### src/shared/prot_cfg.svh
// offsets, field positions, codes, reset values and timing for the trip supervisor
`ifndef PROT_CFG_SVH
`define PROT_CFG_SVH

`define CLK_PERIOD_NS    10
`define TENTH_SECOND_NS  100000000

`define OFF_CONFIG       8'h00
`define OFF_LV_DELAY     8'h04
`define OFF_LV_LEVEL     8'h08
`define OFF_NO_MOTOR     8'h0c
`define OFF_INPUT_FUNC   8'h10
`define OFF_DECEL        8'h14
`define OFF_STATUS       8'h18
`define OFF_HOLD         8'h1c
`define OFF_IRQ_STATUS   8'h20
`define OFF_IRQ_MASK     8'h24

`define CFG_RELAY1_LSB   0
`define CFG_RELAY2_LSB   8
`define CFG_OPT_LSB      16
`define CFG_NMR_BIT      20
`define NM_LEVEL_LSB     0
`define NM_TIME_LSB      8
`define FUNC_WIDTH       6

`define FUNC_RESET       6'h03
`define FUNC_BLOCK       6'h05
`define FUNC_LV_WARN     6'h0b

`define NM_LEVEL_MIN     7'h01
`define NM_LEVEL_MAX     7'h64
`define NM_LEVEL_RST     7'h05
`define NM_TIME_MIN      8'h01
`define NM_TIME_MAX      8'h64
`define NM_TIME_RST      8'h1e
`define LV_DELAY_MAX     10'h258
`define LV_DELAY_RST     10'h000
`define LV_LEVEL_RST     16'h0000
`define DECEL_RST        16'h0000

`define EV_LV            0
`define EV_OPT           1
`define EV_NM            2
`define EV_BLOCK         3
`define EV_COUNT         4

`define FAN_PENDING      2'h1
`define FAN_CLEAR        2'h0

`endif

### src/shared/prot_pkg.sv
// types shared by the trip supervisor files
package prot_pkg;
  typedef enum logic [3:0] {
    st_stop  = 4'h1,
    st_run   = 4'h2,
    st_block = 4'h4,
    st_trip  = 4'h8
  } drive_state_t;

  typedef enum logic [1:0] {
    react_none     = 2'h0,
    react_free_run = 2'h1,
    react_decel    = 2'h2
  } reaction_t;
endpackage

### src/shared/timer_if.sv
// request and expiry between the supervisor and a tenth-second hold timer
`timescale 1ns/1ps
interface timer_if;
  logic       active;
  logic [9:0] limit;
  logic       expired;
  modport timer (input active, input limit, output expired);
  modport user  (output active, output limit, input expired);
endinterface

### src/hdl/hold_timer.sv
// counts tenths of a second while active; expires once the limit is reached
`timescale 1ns/1ps
module hold_timer #(
  parameter int unsigned tenth_cycles = 1
) (
  input  wire logic  pclk,
  input  wire logic  presetn,
  timer_if.timer     t
);
  localparam int PW = $clog2(tenth_cycles + 1);

  logic [PW-1:0] pre;
  logic [9:0]    tenths;
  wire           tick = (pre == PW'(tenth_cycles - 1));
  wire           at_limit = (tenths >= t.limit);

  // a limit of zero expires in the same cycle the condition appears
  assign t.expired = t.active && at_limit;

  always_ff @(posedge pclk or negedge presetn)
    if (!presetn)
    begin
      pre    <= '0;
      tenths <= 10'h000;
    end
    else if (!t.active)
    begin
      // any break in the condition restarts the count
      pre    <= '0;
      tenths <= 10'h000;
    end
    else
    begin
      pre <= tick ? '0 : pre + PW'(1);
      if (tick && !at_limit)
        tenths <= tenths + 10'h001;
    end
endmodule

### src/hdl/trip_supervisor.sv
// drive output-stage protection supervisor with an apb register file
//
// The implementer's own choices: the register offsets and the APB register port.
`timescale 1ns/1ps
`include "prot_cfg.svh"
// Notes on behaviour
// (RQ1) low dc link blocks output at once
// (RQ2) low voltage trip declared after set delay
// (RQ3) relay with function 11 shows low voltage
// (RQ4) warning relay ignores the trip delay
// (RQ5) block input during run blocks, shows indication
// (RQ6) frequency and current held at block entry
// (RQ7) resume after block off and new command
// (RQ8) reset-function input clears latched trip
// (RQ9) keypad stop/reset key also clears trip
// (RQ10) fan status 01 means replacement pending
// (RQ11) option fault on link failure or removal; code sees removal only while running
// (RQ12) option reaction 0 none, 1 block trip
// (RQ13) option reaction 2 decelerates with decel time
// (RQ14) low current for detect time trips no-motor
// (RQ15) no-motor level 1 to 100 percent
// (RQ16) no-motor time 0.1 to 10 seconds
// (RQ17) no-motor reaction 0 none, 1 free-run
// (RQ18) operator lowers level for square-law pattern
// (RQ19) trips stay latched until a reset
module trip_supervisor #(
  parameter int unsigned tenth_cycles = `TENTH_SECOND_NS / `CLK_PERIOD_NS
) (
  input  wire logic        pclk,
  input  wire logic        presetn,
  input  wire logic        psel,
  input  wire logic        penable,
  input  wire logic        pwrite,
  input  wire logic [7:0]  paddr,
  input  wire logic [31:0] pwdata,
  output logic      [31:0] prdata,
  output logic             pready,
  output logic             pslverr,
  input  wire logic [15:0] dc_link_voltage,
  input  wire logic [15:0] output_freq,
  input  wire logic [15:0] output_current,
  input  wire logic [7:0]  output_current_pct,
  input  wire logic [4:0]  multi_function_input,
  input  wire logic        run_cmd,
  input  wire logic        key_reset,
  input  wire logic        option_comm_fail,
  input  wire logic        option_present,
  input  wire logic        fan_exchange_due,
  output logic             output_block,
  output logic             decel_req,
  output logic      [15:0] trip_decel_time,
  output logic             relay_one,
  output logic             relay_two,
  output logic             trip_active,
  output logic             block_display,
  output logic      [1:0]  fan_replacement_status,
  output logic             irq
);

  ////////////////////////////////////////////////////////////////////////////
  // helpers

  function automatic logic [4:0] inputs_with(input logic [29:0] funcs,
                                             input logic [5:0]  code);
    logic [4:0] m;
    m = 5'h00;
    for (int i = 0; i < 5; i++)
      m[i] = (funcs[i*`FUNC_WIDTH +: `FUNC_WIDTH] == code);
    return m;
  endfunction

  function automatic logic [7:0] clamp8(input logic [7:0] v,
                                        input logic [7:0] lo,
                                        input logic [7:0] hi);
    return (v < lo) ? lo : ((v > hi) ? hi : v);
  endfunction

  ////////////////////////////////////////////////////////////////////////////
  // registers

  logic [31:0] config_reg;
  logic [9:0]  lv_delay;
  logic [15:0] lv_level;
  logic [6:0]  nm_level;
  logic [7:0]  nm_time;
  logic [29:0] input_func;
  logic [3:0]  irq_status;
  logic [3:0]  irq_mask;
  logic [15:0] held_freq;
  logic [15:0] held_current;
  logic [2:0]  trip_cause;
  logic        trip_blocks;
  logic        run_cmd_q;
  logic        reset_in_q;
  logic        option_present_q;

  prot_pkg::drive_state_t state;
  prot_pkg::drive_state_t next_state;

  ////////////////////////////////////////////////////////////////////////////
  // apb decode

  wire         access   = psel && penable;
  wire         wr       = access && pwrite;
  wire         sel_cfg  = (paddr == `OFF_CONFIG);
  wire         sel_lvd  = (paddr == `OFF_LV_DELAY);
  wire         sel_lvl  = (paddr == `OFF_LV_LEVEL);
  wire         sel_nm   = (paddr == `OFF_NO_MOTOR);
  wire         sel_func = (paddr == `OFF_INPUT_FUNC);
  wire         sel_dec  = (paddr == `OFF_DECEL);
  wire         sel_sts  = (paddr == `OFF_STATUS);
  wire         sel_hold = (paddr == `OFF_HOLD);
  wire         sel_ist  = (paddr == `OFF_IRQ_STATUS);
  wire         sel_imsk = (paddr == `OFF_IRQ_MASK);
  wire         mapped   = sel_cfg | sel_lvd | sel_lvl | sel_nm | sel_func |
                          sel_dec | sel_sts | sel_hold | sel_ist | sel_imsk;

  wire [7:0]   wr_level = clamp8({1'b0, pwdata[`NM_LEVEL_LSB +: 7]},
                                 {1'b0, `NM_LEVEL_MIN}, {1'b0, `NM_LEVEL_MAX});
  wire [7:0]   wr_time  = clamp8(pwdata[`NM_TIME_LSB +: 8],
                                 `NM_TIME_MIN, `NM_TIME_MAX);
  wire [9:0]   wr_delay = (pwdata[9:0] > `LV_DELAY_MAX) ? `LV_DELAY_MAX : pwdata[9:0];

  wire prot_pkg::reaction_t opt_react =
    prot_pkg::reaction_t'(config_reg[`CFG_OPT_LSB +: 2]);
  wire         nm_react = config_reg[`CFG_NMR_BIT];

  ////////////////////////////////////////////////////////////////////////////
  // protection conditions

  wire [4:0]   block_sel = inputs_with(input_func, `FUNC_BLOCK);
  wire [4:0]   reset_sel = inputs_with(input_func, `FUNC_RESET);
  wire         block_in  = |(multi_function_input & block_sel);
  wire         reset_in  = |(multi_function_input & reset_sel);
  wire         running   = (state == prot_pkg::st_run);
  wire         new_cmd   = run_cmd && !run_cmd_q;
  wire         lv_low    = (dc_link_voltage < lv_level);
  // a reset input is edge taken so a held terminal cannot mask new trips
  wire         trip_reset = (reset_in && !reset_in_q) || key_reset;          // [RQ8] [RQ9]
  wire         opt_removed = option_present_q && !option_present && running;
  wire         opt_fault = option_comm_fail || opt_removed;                   // [RQ11]
  wire         opt_trip  = opt_fault && (opt_react != prot_pkg::react_none);  // [RQ12]
  wire         nm_low    = running && (output_current_pct < {1'b0, nm_level});

  timer_if lv_t ();
  timer_if nm_t ();

  assign lv_t.active = lv_low;
  assign lv_t.limit  = lv_delay;                                              // [RQ2]
  assign nm_t.active = nm_low;
  assign nm_t.limit  = {2'b00, nm_time};                                      // [RQ16]

  hold_timer #(.tenth_cycles(tenth_cycles)) lv_timer (
    .pclk    (pclk),
    .presetn (presetn),
    .t       (lv_t)
  );

  hold_timer #(.tenth_cycles(tenth_cycles)) nm_timer (
    .pclk    (pclk),
    .presetn (presetn),
    .t       (nm_t)
  );

  wire         lv_trip   = lv_t.expired;                                      // [RQ2]
  wire         nm_trip   = nm_t.expired && nm_react;                          // [RQ14] [RQ17]
  wire         any_trip  = lv_trip || opt_trip || nm_trip;
  // the decelerating option reaction and the unnamed code 3 leave the stage switching
  wire         trip_frees = lv_trip || nm_trip ||
                            (opt_trip && opt_react == prot_pkg::react_free_run);
  wire         in_trip   = (state == prot_pkg::st_trip);
  wire         block_entry = running && block_in && !any_trip;                // [RQ5]

  ////////////////////////////////////////////////////////////////////////////
  // drive state

  always_comb
  begin
    next_state = state;
    unique case (state)
      prot_pkg::st_stop:
        if (any_trip)
          next_state = prot_pkg::st_trip;
        else if (new_cmd && !block_in)
          next_state = prot_pkg::st_run;
      prot_pkg::st_run:
        if (any_trip)
          next_state = prot_pkg::st_trip;
        else if (block_in)
          next_state = prot_pkg::st_block;                                    // [RQ5]
        else if (!run_cmd)
          next_state = prot_pkg::st_stop;
      prot_pkg::st_block:
        if (any_trip)
          next_state = prot_pkg::st_trip;
        else if (!block_in && new_cmd)
          next_state = prot_pkg::st_run;                                      // [RQ7]
      prot_pkg::st_trip:
        if (trip_reset && !any_trip)
          next_state = prot_pkg::st_stop;                                     // [RQ19]
    endcase
  end

  always_ff @(posedge pclk or negedge presetn)
    if (!presetn)
    begin
      state            <= prot_pkg::st_stop;
      run_cmd_q        <= 1'b0;
      reset_in_q       <= 1'b0;
      option_present_q <= 1'b0;
    end
    else
    begin
      state            <= next_state;
      run_cmd_q        <= run_cmd;
      reset_in_q       <= reset_in;
      option_present_q <= option_present;
    end

  // cause bits accumulate while latched and clear only on a reset
  always_ff @(posedge pclk or negedge presetn)
    if (!presetn)
    begin
      trip_cause  <= 3'h0;
      trip_blocks <= 1'b0;
    end
    else if (in_trip && trip_reset && !any_trip)
    begin
      trip_cause  <= 3'h0;                                                    // [RQ8] [RQ9]
      trip_blocks <= 1'b0;
    end
    else if (any_trip)
    begin
      trip_cause  <= trip_cause | {nm_trip, opt_trip, lv_trip};               // [RQ19]
      trip_blocks <= trip_blocks | trip_frees;
    end

  always_ff @(posedge pclk or negedge presetn)
    if (!presetn)
    begin
      held_freq    <= 16'h0000;
      held_current <= 16'h0000;
    end
    else if (block_entry && state == prot_pkg::st_run)
    begin
      held_freq    <= output_freq;                                            // [RQ6]
      held_current <= output_current;
    end

  ////////////////////////////////////////////////////////////////////////////
  // outputs

  always_ff @(posedge pclk or negedge presetn)
    if (!presetn)
    begin
      output_block           <= 1'b0;
      decel_req              <= 1'b0;
      relay_one              <= 1'b0;
      relay_two              <= 1'b0;
      trip_active            <= 1'b0;
      block_display          <= 1'b0;
      fan_replacement_status <= `FAN_CLEAR;
    end
    else
    begin
      output_block  <= lv_low || next_state == prot_pkg::st_block ||          // [RQ1] [RQ5]
                       (next_state == prot_pkg::st_trip && (trip_blocks || trip_frees));
      decel_req     <= next_state == prot_pkg::st_trip &&                     // [RQ13]
                       (trip_cause[`EV_OPT] || opt_trip) &&
                       opt_react == prot_pkg::react_decel;
      // the warning follows the raw voltage, never the trip delay
      relay_one     <= lv_low && config_reg[`CFG_RELAY1_LSB +: 6] == `FUNC_LV_WARN; // [RQ3] [RQ4]
      relay_two     <= lv_low && config_reg[`CFG_RELAY2_LSB +: 6] == `FUNC_LV_WARN; // [RQ3] [RQ4]
      trip_active   <= next_state == prot_pkg::st_trip;                       // [RQ19]
      block_display <= next_state == prot_pkg::st_block;                      // [RQ5]
      fan_replacement_status <= fan_exchange_due ? `FAN_PENDING : `FAN_CLEAR; // [RQ10]
    end

  ////////////////////////////////////////////////////////////////////////////
  // register writes and interrupt status

  wire [3:0]   events = {block_entry, nm_trip, opt_trip, lv_trip};
  wire [3:0]   w1c    = (wr && sel_ist) ? pwdata[3:0] : 4'h0;

  always_ff @(posedge pclk or negedge presetn)
    if (!presetn)
    begin
      config_reg      <= 32'h0000_0000;
      lv_delay        <= `LV_DELAY_RST;
      lv_level        <= `LV_LEVEL_RST;
      nm_level        <= `NM_LEVEL_RST;
      nm_time         <= `NM_TIME_RST;
      input_func      <= 30'h0000_0000;
      trip_decel_time <= `DECEL_RST;
      irq_mask        <= 4'h0;
    end
    else if (wr)
    begin
      if (sel_cfg)
        config_reg <= pwdata;
      if (sel_lvd)
        lv_delay <= wr_delay;                                                 // [RQ2]
      if (sel_lvl)
        lv_level <= pwdata[15:0];
      if (sel_nm)
      begin
        nm_level <= wr_level[6:0];                                            // [RQ15]
        nm_time  <= wr_time;                                                  // [RQ16]
      end
      if (sel_func)
        input_func <= pwdata[29:0];
      if (sel_dec)
        trip_decel_time <= pwdata[15:0];                                      // [RQ13]
      if (sel_imsk)
        irq_mask <= pwdata[3:0];
    end

  // a fresh event outranks a clearing write in the same cycle
  always_ff @(posedge pclk or negedge presetn)
    if (!presetn)
      irq_status <= 4'h0;
    else
      irq_status <= (irq_status & ~w1c) | events;

  assign irq = |(irq_status & irq_mask);

  ////////////////////////////////////////////////////////////////////////////
  // read path

  wire [31:0] status_word = {16'h0000, 6'h00, fan_replacement_status,
                             trip_blocks, trip_cause, state};
  wire [31:0] rd_mux =
    sel_cfg  ? config_reg :
    sel_lvd  ? {22'h00_0000, lv_delay} :
    sel_lvl  ? {16'h0000, lv_level} :
    sel_nm   ? {16'h0000, nm_time, 1'b0, nm_level} :
    sel_func ? {2'b00, input_func} :
    sel_dec  ? {16'h0000, trip_decel_time} :
    sel_sts  ? status_word :
    sel_hold ? {held_current, held_freq} :
    sel_ist  ? {28'h000_0000, irq_status} :
    sel_imsk ? {28'h000_0000, irq_mask} : 32'h0000_0000;

  // zero wait states: every access completes in its first access cycle
  assign pready  = 1'b1;
  assign pslverr = access && !mapped;

  always_ff @(posedge pclk or negedge presetn)
    if (!presetn)
      prdata <= 32'h0000_0000;
    else if (psel && !penable && !pwrite)
      prdata <= rd_mux;

endmodule

### config.mk
export PLATFORM = sky130hd
export DESIGN_NAME = trip_supervisor
export DESIGN_NICKNAME = d
export VERILOG_FILES = /design/src/shared/prot_pkg.sv /design/src/shared/timer_if.sv /design/src/hdl/hold_timer.sv /design/src/hdl/trip_supervisor.sv
export VERILOG_INCLUDE_DIRS = /design/src /design/src/shared
export SDC_FILE = /design/constraint.sdc
export NUM_CORES = 1
export LEC_CHECK = 0
export CELL_PAD_IN_SITES_DETAIL_PLACEMENT = 0
export CELL_PAD_IN_SITES_GLOBAL_PLACEMENT = 2
export CORE_MARGIN = 3
export CORE_UTILIZATION = 38
export CTS_CLUSTER_SIZE = 16
export DETAILED_ROUTE_END_ITERATION = 10
export DONT_BUFFER_PORTS = 1
export PLACE_DENSITY = 0.84
export SYNTH_ARGS = -nofsm -noshare
export SYNTH_HDL_FRONTEND = slang
export SYNTH_SLANG_ARGS = --single-unit
### constraint.sdc
create_clock -name pclk -period 3.1 [get_ports pclk]
set_clock_uncertainty 0.15 [all_clocks]
set_input_delay 0.62 -clock pclk [delete_from_list [all_inputs] [get_ports pclk]]
set_output_delay 0.62 -clock pclk [all_outputs]
set_load 0.05 [all_outputs]
==> flow_summary.ini, run 1 <==
[status]
run_status = complete, but fails checks
violations = hold timing

[die]
core_area_sq_um = 36100
die_area_sq_um = 39500
die_x_microns = 199
num_io_pins = 170
initial_core_util = 0.391
die_h_microns = 199
rows = 69

[sta]
post-route-period-util = 0.963
worst_slew_pin_slew_ns = 1.04
max_freq_mhz = 335
timing.final.crit_period_ns = 2.99
rsz0062_at_grt = yes
setup_ws_ns = 0.113
setup_viol = 0
tns_ns = 0
maxSlewHeadroom = 0.305
hold_viol_final = 270
maxSlewViolCount = 0
hold_ws_ns = -0.339

[global_routing]
grt_pass1_vias = 10396
grt_max_degree = 278
grt_overflow = 0
grt_usage = 0.211
grt_first_pass_wirelength_mm = 63.7
antenna_found_initial = 3

[route]
drtPass1Iterations = 5
vias_per_cell = 5.61
num_vias = 10341
wirelength_mm = 41.5
post_drt_wl_per_cell_microns = 22.5
ant_nets = 0
drc = 0
drt_iter0_drc = 660

[critical_path]
max_stage_delay_ns = 0.53
path_cells = inv_1 > ha_1 > nand2_1 > o21ai_0 > buf_4 > a41o_1 > nor3b_4 > a2111oi_4 > buf_4 > mux2_4
critPathLaunchType = register
path_max_fanout = 10
path_common_cell = buf_4
cp.buffers_inverters = 3
r2r_slack_ns = 0.11
reg2reg_from = nm_level[2]
crit_family = compound AO/OA/AOI/OAI gates
critical_path_class = reg2reg
crit_start = nm_level[2]
timing.rr.end = held_freq[2]
endpoint_kind = register
crit_cells = 10
worstPathRequired_ns = 3.36
cp-endpoint = held_freq[2]
ff2ff_path_depth = 10
slowest_stage = dfstp_2
worstPathArrival_ns = 3.25

[placement]
placed_area_sq_um = 14800
dp_hpwl_mm = 29.7
dp_slack_ns = -0.0300
io_buffers = 0
place.gp.congestion = 0.844
placed_cells = 1778

[synthesis]
synth_edf_count = 0
synth-main-ff-cell = dfrtp_1
synth_common_cells = 270 x dfrtp_1, 137 x nor2_1, 122 x nand2_1, 93 x mux2_2, 70 x o21ai_0
avgSynthCellArea_sq_um = 10.6
ys_seq_area_frac = 0.492
ys_ff_latch = 277
synth_top_cell_by_area = dfrtp_1
syn_area_sq_um = 14100
netlist_instances = 1329
yosys-top-cells-area = dfrtp_1 48%, mux2_2 7.4%, ha_1 3.8%
yosysTopAreaCellShare = 0.479
synth.distinct_cells = 87
synth-async-reset-ratio = 1.00
syn-num-nets = 1483
synth.most_common_cell = dfrtp_1
yosys_warnings = 0

[clock_tree]
cts_max_level = 2
cts_tree = yes
clk_latency_ns = 0.54
root_buffer = clkbuf_16
cts_setup_buffers = 0
clock_path_buffers = 3
numCtsBuffers = 34
cts_num_sinks = 277
clkTransAtPathRegs_ns = 0.06
ctsHoldBuffers = 3

[power_and_ir_drop]
p_leak_nw = 7.16
finalPower_mw = 9.39
p_per_area_nw_per_um2 = 583
ir_drop_v = 0.000381

[job]
cap_violations = 0

[final_layout]
num-fill-cells = 3469
drive_above_1_share = 0.201
design_area_sq_um = 16100
layout.cells.non_filler = 1843
final_util = 0.446
area_growth_pct = 14.1
fin_nets = 1510

[worst_hold_path]
hp-class = in2async
routing by layer:
layer | track usage | wire length (microns) | vias up
li1 | - | - | 4829
met1 | 0.288 | 18500 | 5142
met3 | 0.0671 | 3450 | 72
met2 | 0.323 | 18400 | 294
met5 | 0 | 28 | -
met4 | 0.0632 | 1100 | 4
logic make-up (layout without fill, tap and decap cells):
logic type               count (synthesis)  count (layout)  synth area share
buffers and inverters                  124             176            0.0388
other                                    2               3          0.000532
multiplexers                           142             142             0.125
AO/OA/AOI/OAI                          245             245             0.114
AND/OR/NAND/NOR                        444             444             0.160
flip-flops                             277             277             0.492
adder cells (fa/ha/maj)                 43              43            0.0381
XOR/XNOR                                52              52            0.0323
area by class of cell:
class	count	area, sq um	share of cell area
Antenna cell	1	2.50	0.000155
Inverter	60	225	0.0140
Clock inverter	13	234	0.0145
Sequential cell	277	6940	0.431
Multi-Input combinational cell	928	6680	0.415
Tap cell	461	577	0.0358
Timing Repair Buffer	55	458	0.0284
Clock buffer	48	983	0.0611
cell usage in the layout (no fill, tap or decap), types with 6 or more instances in the layout:
| cell | Yosys | final |
|---|---|---|
| nor3_1 | 22 | 21 |
| o211ai_1 | 6 | 6 |
| mux2_2 | 93 | 93 |
| clkbuf_1 | 35 | 6 |
| nor3b_1 | 10 | 9 |
| dfstp_2 | 7 | 7 |
| a31oi_1 | 21 | 21 |
| ha_1 | 43 | 43 |
| clkbuf_8 | 0 | 8 |
| xnor2_1 | 17 | 17 |
| xor2_1 | 35 | 35 |
| inv_1 | 60 | 60 |
| nor4bb_1 | 10 | 10 |
| a211oi_1 | 9 | 8 |
| a22oi_1 | 26 | 26 |
| mux4_2 | 6 | 6 |
| nor2_1 | 137 | 136 |
| a21oi_1 | 49 | 48 |
| dfrtp_1 | 270 | 270 |
| mux2_4 | 29 | 29 |
| a22o_1 | 7 | 7 |
| clkbuf_16 | 0 | 34 |
| nand2_1 | 122 | 122 |
| nand2b_1 | 8 | 8 |
| buf_4 | 3 | 49 |
| bufinv_16 | 0 | 6 |
| nand4_1 | 16 | 16 |
| nor4_1 | 12 | 10 |
| mux2i_1 | 14 | 14 |
| nand3_1 | 40 | 40 |
| nand4b_1 | 6 | 6 |
| and3_1 | 14 | 14 |
| o21ai_0 | 70 | 70 |
report_power, final:
group / internal [mW] / switching [mW] / leakage (nW)
Combinational: 0.351 / 0.410 / 2.98
Sequential: 3.82 / 0.474 / 3.58
Clock: 2.72 / 1.61 / 0.600
Total: 6.89 / 2.50 / 7.16
what timing repair did:
| item | 4_1_cts | 5_1_grt |
|---|---|---|
| hold endpoints to repair | 280 | 275 |
| resized for setup | 0 | 5 |
| endpoints found under the setup margin | 0 | 59 |
worst min path at each step:
stage,start,slack (ns),to
global placement,presetn,0.20,lv_timer.pre[0]
global route,presetn,-0.37,lv_timer.pre[0]
finish,presetn,-0.34,lv_timer.pre[1]
CTS,presetn,-0.39,input_func[29]
detailed placement,presetn,0.20,lv_timer.pre[0]
floorplan,presetn,0.17,block_display
(Power assumes the default switching activity.)
==> run 2: changes to the inputs <==
CORE_UTILIZATION = 45   (was 38)
PLACE_DENSITY = 0.92   (was 0.84)
clock period = 3.55 ns   (was 3.1 ns; I/O delays follow)
==> run 2 against run 1 <==
Effect of this change: the flow still finishes with violations (hold timing); core utilization increased by 6.1 points; flip-flop and latch count did not move; critical path depth fell by 1; routed wire length is 6.7% lower; setup slack improved by 0.32 ns; largest cell class unchanged; first-iteration DRC count is 13% higher.
==> flow_summary.ini, run 2 (synthesized netlist as in run 1, its figures left out) <==
[sta]
hold_ws_ns = -0.293
hold_viol_final = 272
max_freq_mhz = 321
rsz0062_at_grt = no
post-route-period-util = 0.877
worst_slew_pin_slew_ns = 0.978
tns_ns = 0
maxSlewHeadroom = 0.344
maxSlewViolCount = 0
timing.final.crit_period_ns = 3.11
setup_viol = 0

[global_routing]
grt_overflow = 0
grt_pass1_vias = 9987
grt_max_degree = 278
antenna_found_initial = 2
grt_usage = 0.230
grt_first_pass_wirelength_mm = 60.4

[critical_path]
reg2reg_from = lv_delay[7]
worstPathArrival_ns = 3.41
slowest_stage = a2111oi_0
max_stage_delay_ns = 0.42
path_max_fanout = 12
critical_path_class = reg2reg
critPathLaunchType = register
crit_family = compound AO/OA/AOI/OAI gates
timing.rr.end = held_freq[15]
r2r_slack_ns = 0.44
path_cells = inv_1 > ha_1 > a2111oi_0 > o21ai_1 > a31oi_4 > nor2_4 > a2111oi_4 > buf_4 > mux2_2
worstPathRequired_ns = 3.84
cp.buffers_inverters = 2
endpoint_kind = register
ff2ff_path_depth = 9

[clock_tree]
clkTransAtPathRegs_ns = 0.06
clock_path_buffers = 3
clk_latency_ns = 0.56
cts_setup_buffers = 0
cts_max_level = 1
numCtsBuffers = 30
cts_resized = 0
cts_num_sinks = 277
cts_tree = yes
root_buffer = clkbuf_16

[final_layout]
final_util = 0.507
fin_nets = 1481
area_growth_pct = 10.6
layout.cells.non_filler = 1749
drive_above_1_share = 0.183
final_common_cell = dfrtp_1
layout_common_cells = 270 x dfrtp_1, 136 x nor2_1, 122 x nand2_1

[placement]
io_buffers = 0
dp_hpwl_mm = 27.7
place.gp.congestion = 0.849
placed_cells = 1691

[status]
run_status = complete, but fails checks
violations = hold timing

[power_and_ir_drop]
clock_power_share = 0.424
p_per_area_nw_per_um2 = 487
p_seq_frac = 0.494
p_switching_mw = 2.05
p_leak_nw = 6.94
p_sw_frac = 0.270
ir_drop_v = 0.000407
p_int_mw = 5.55
combPwrFrac = 0.083

[route]
vias_per_cell = 5.87
drt_iter0_drc = 743
num_vias = 10269
post_drt_wl_per_cell_microns = 22.1
drtPass1Iterations = 6
ant_nets = 0
wirelength_mm = 38.7
drc = 0

[die]
core_area_sq_um = 30700
initial_core_util = 0.459
die_h_microns = 183
num_io_pins = 170
rows = 64
die_x_microns = 183
die_area_sq_um = 33500

[job]
cap_violations = 0

[worst_hold_path]
hp-class = in2async
## run 2: how the worst max path moves through the flow
| stage | start | end | slack [ns] | depth (start not counted) |
|---|---|---|---|---|
| 3_3_place_gp | dc_link_voltage[15] | state[3] | 0.36 | 8 |
| 5_1_grt | lv_delay[7] | held_freq[15] | 0.23 | 9 |
| 4_1_cts | lv_delay[7] | held_freq[15] | 0.41 | 9 |
| 6_report | lv_delay[7] | held_freq[15] | 0.44 | 9 |
| 2_1_floorplan | paddr[4] | pslverr | 0.31 | 4 |
| 3_5_place_dp | dc_link_voltage[13] | state[3] | 0.30 | 8 |
## run 2: metal layers
metal | GRT usage | vias to the layer above | wire [microns]
li1 | - | 4752 | -
met1 | 0.330 | 5104 | 16900
met2 | 0.355 | 364 | 17400
met3 | 0.0609 | 49 | 3640
met4 | 0.0518 | 0 | 753
met5 | 0 | - | 0
## run 2: through the flow
step	total power, mW	hold slack [ns]	area [sq um]	worst slack [ns]
after CTS	7.68	-0.327	15600	0.415
after floorplan	4.26	0.264	14100	0.309
after global routing	7.95	-0.328	15600	0.228
after detailed placement	4.44	0.275	14600	0.300
after global placement	4.42	0.275	14600	0.361
final	7.61	-0.293	15600	0.436
## run 2: final cells by class
| cell class | instances | area [sq um] |
|---|---|---|
| clock buffers | 43 | 880 |
| fillers | 2825 | 15100 |
| multi-input cells | 928 | 6660 |
| inverters | 60 | 225 |
| flip-flops and latches | 277 | 6940 |
| diodes | 2 | 5.00 |
| well taps | 396 | 495 |
| clock inverters | 13 | 154 |
| repair buffers | 30 | 250 |
## run 2: power groups by stage
stage | sequential [mW] | combinational (mW) | clock (mW)
after floorplan | 3.72 | 0.545 | 0
after global placement | 3.81 | 0.609 | 0
after detailed placement | 3.81 | 0.626 | 0
after CTS | 3.75 | 0.631 | 3.29
after global routing | 3.79 | 0.732 | 3.43
final | 3.75 | 0.630 | 3.22
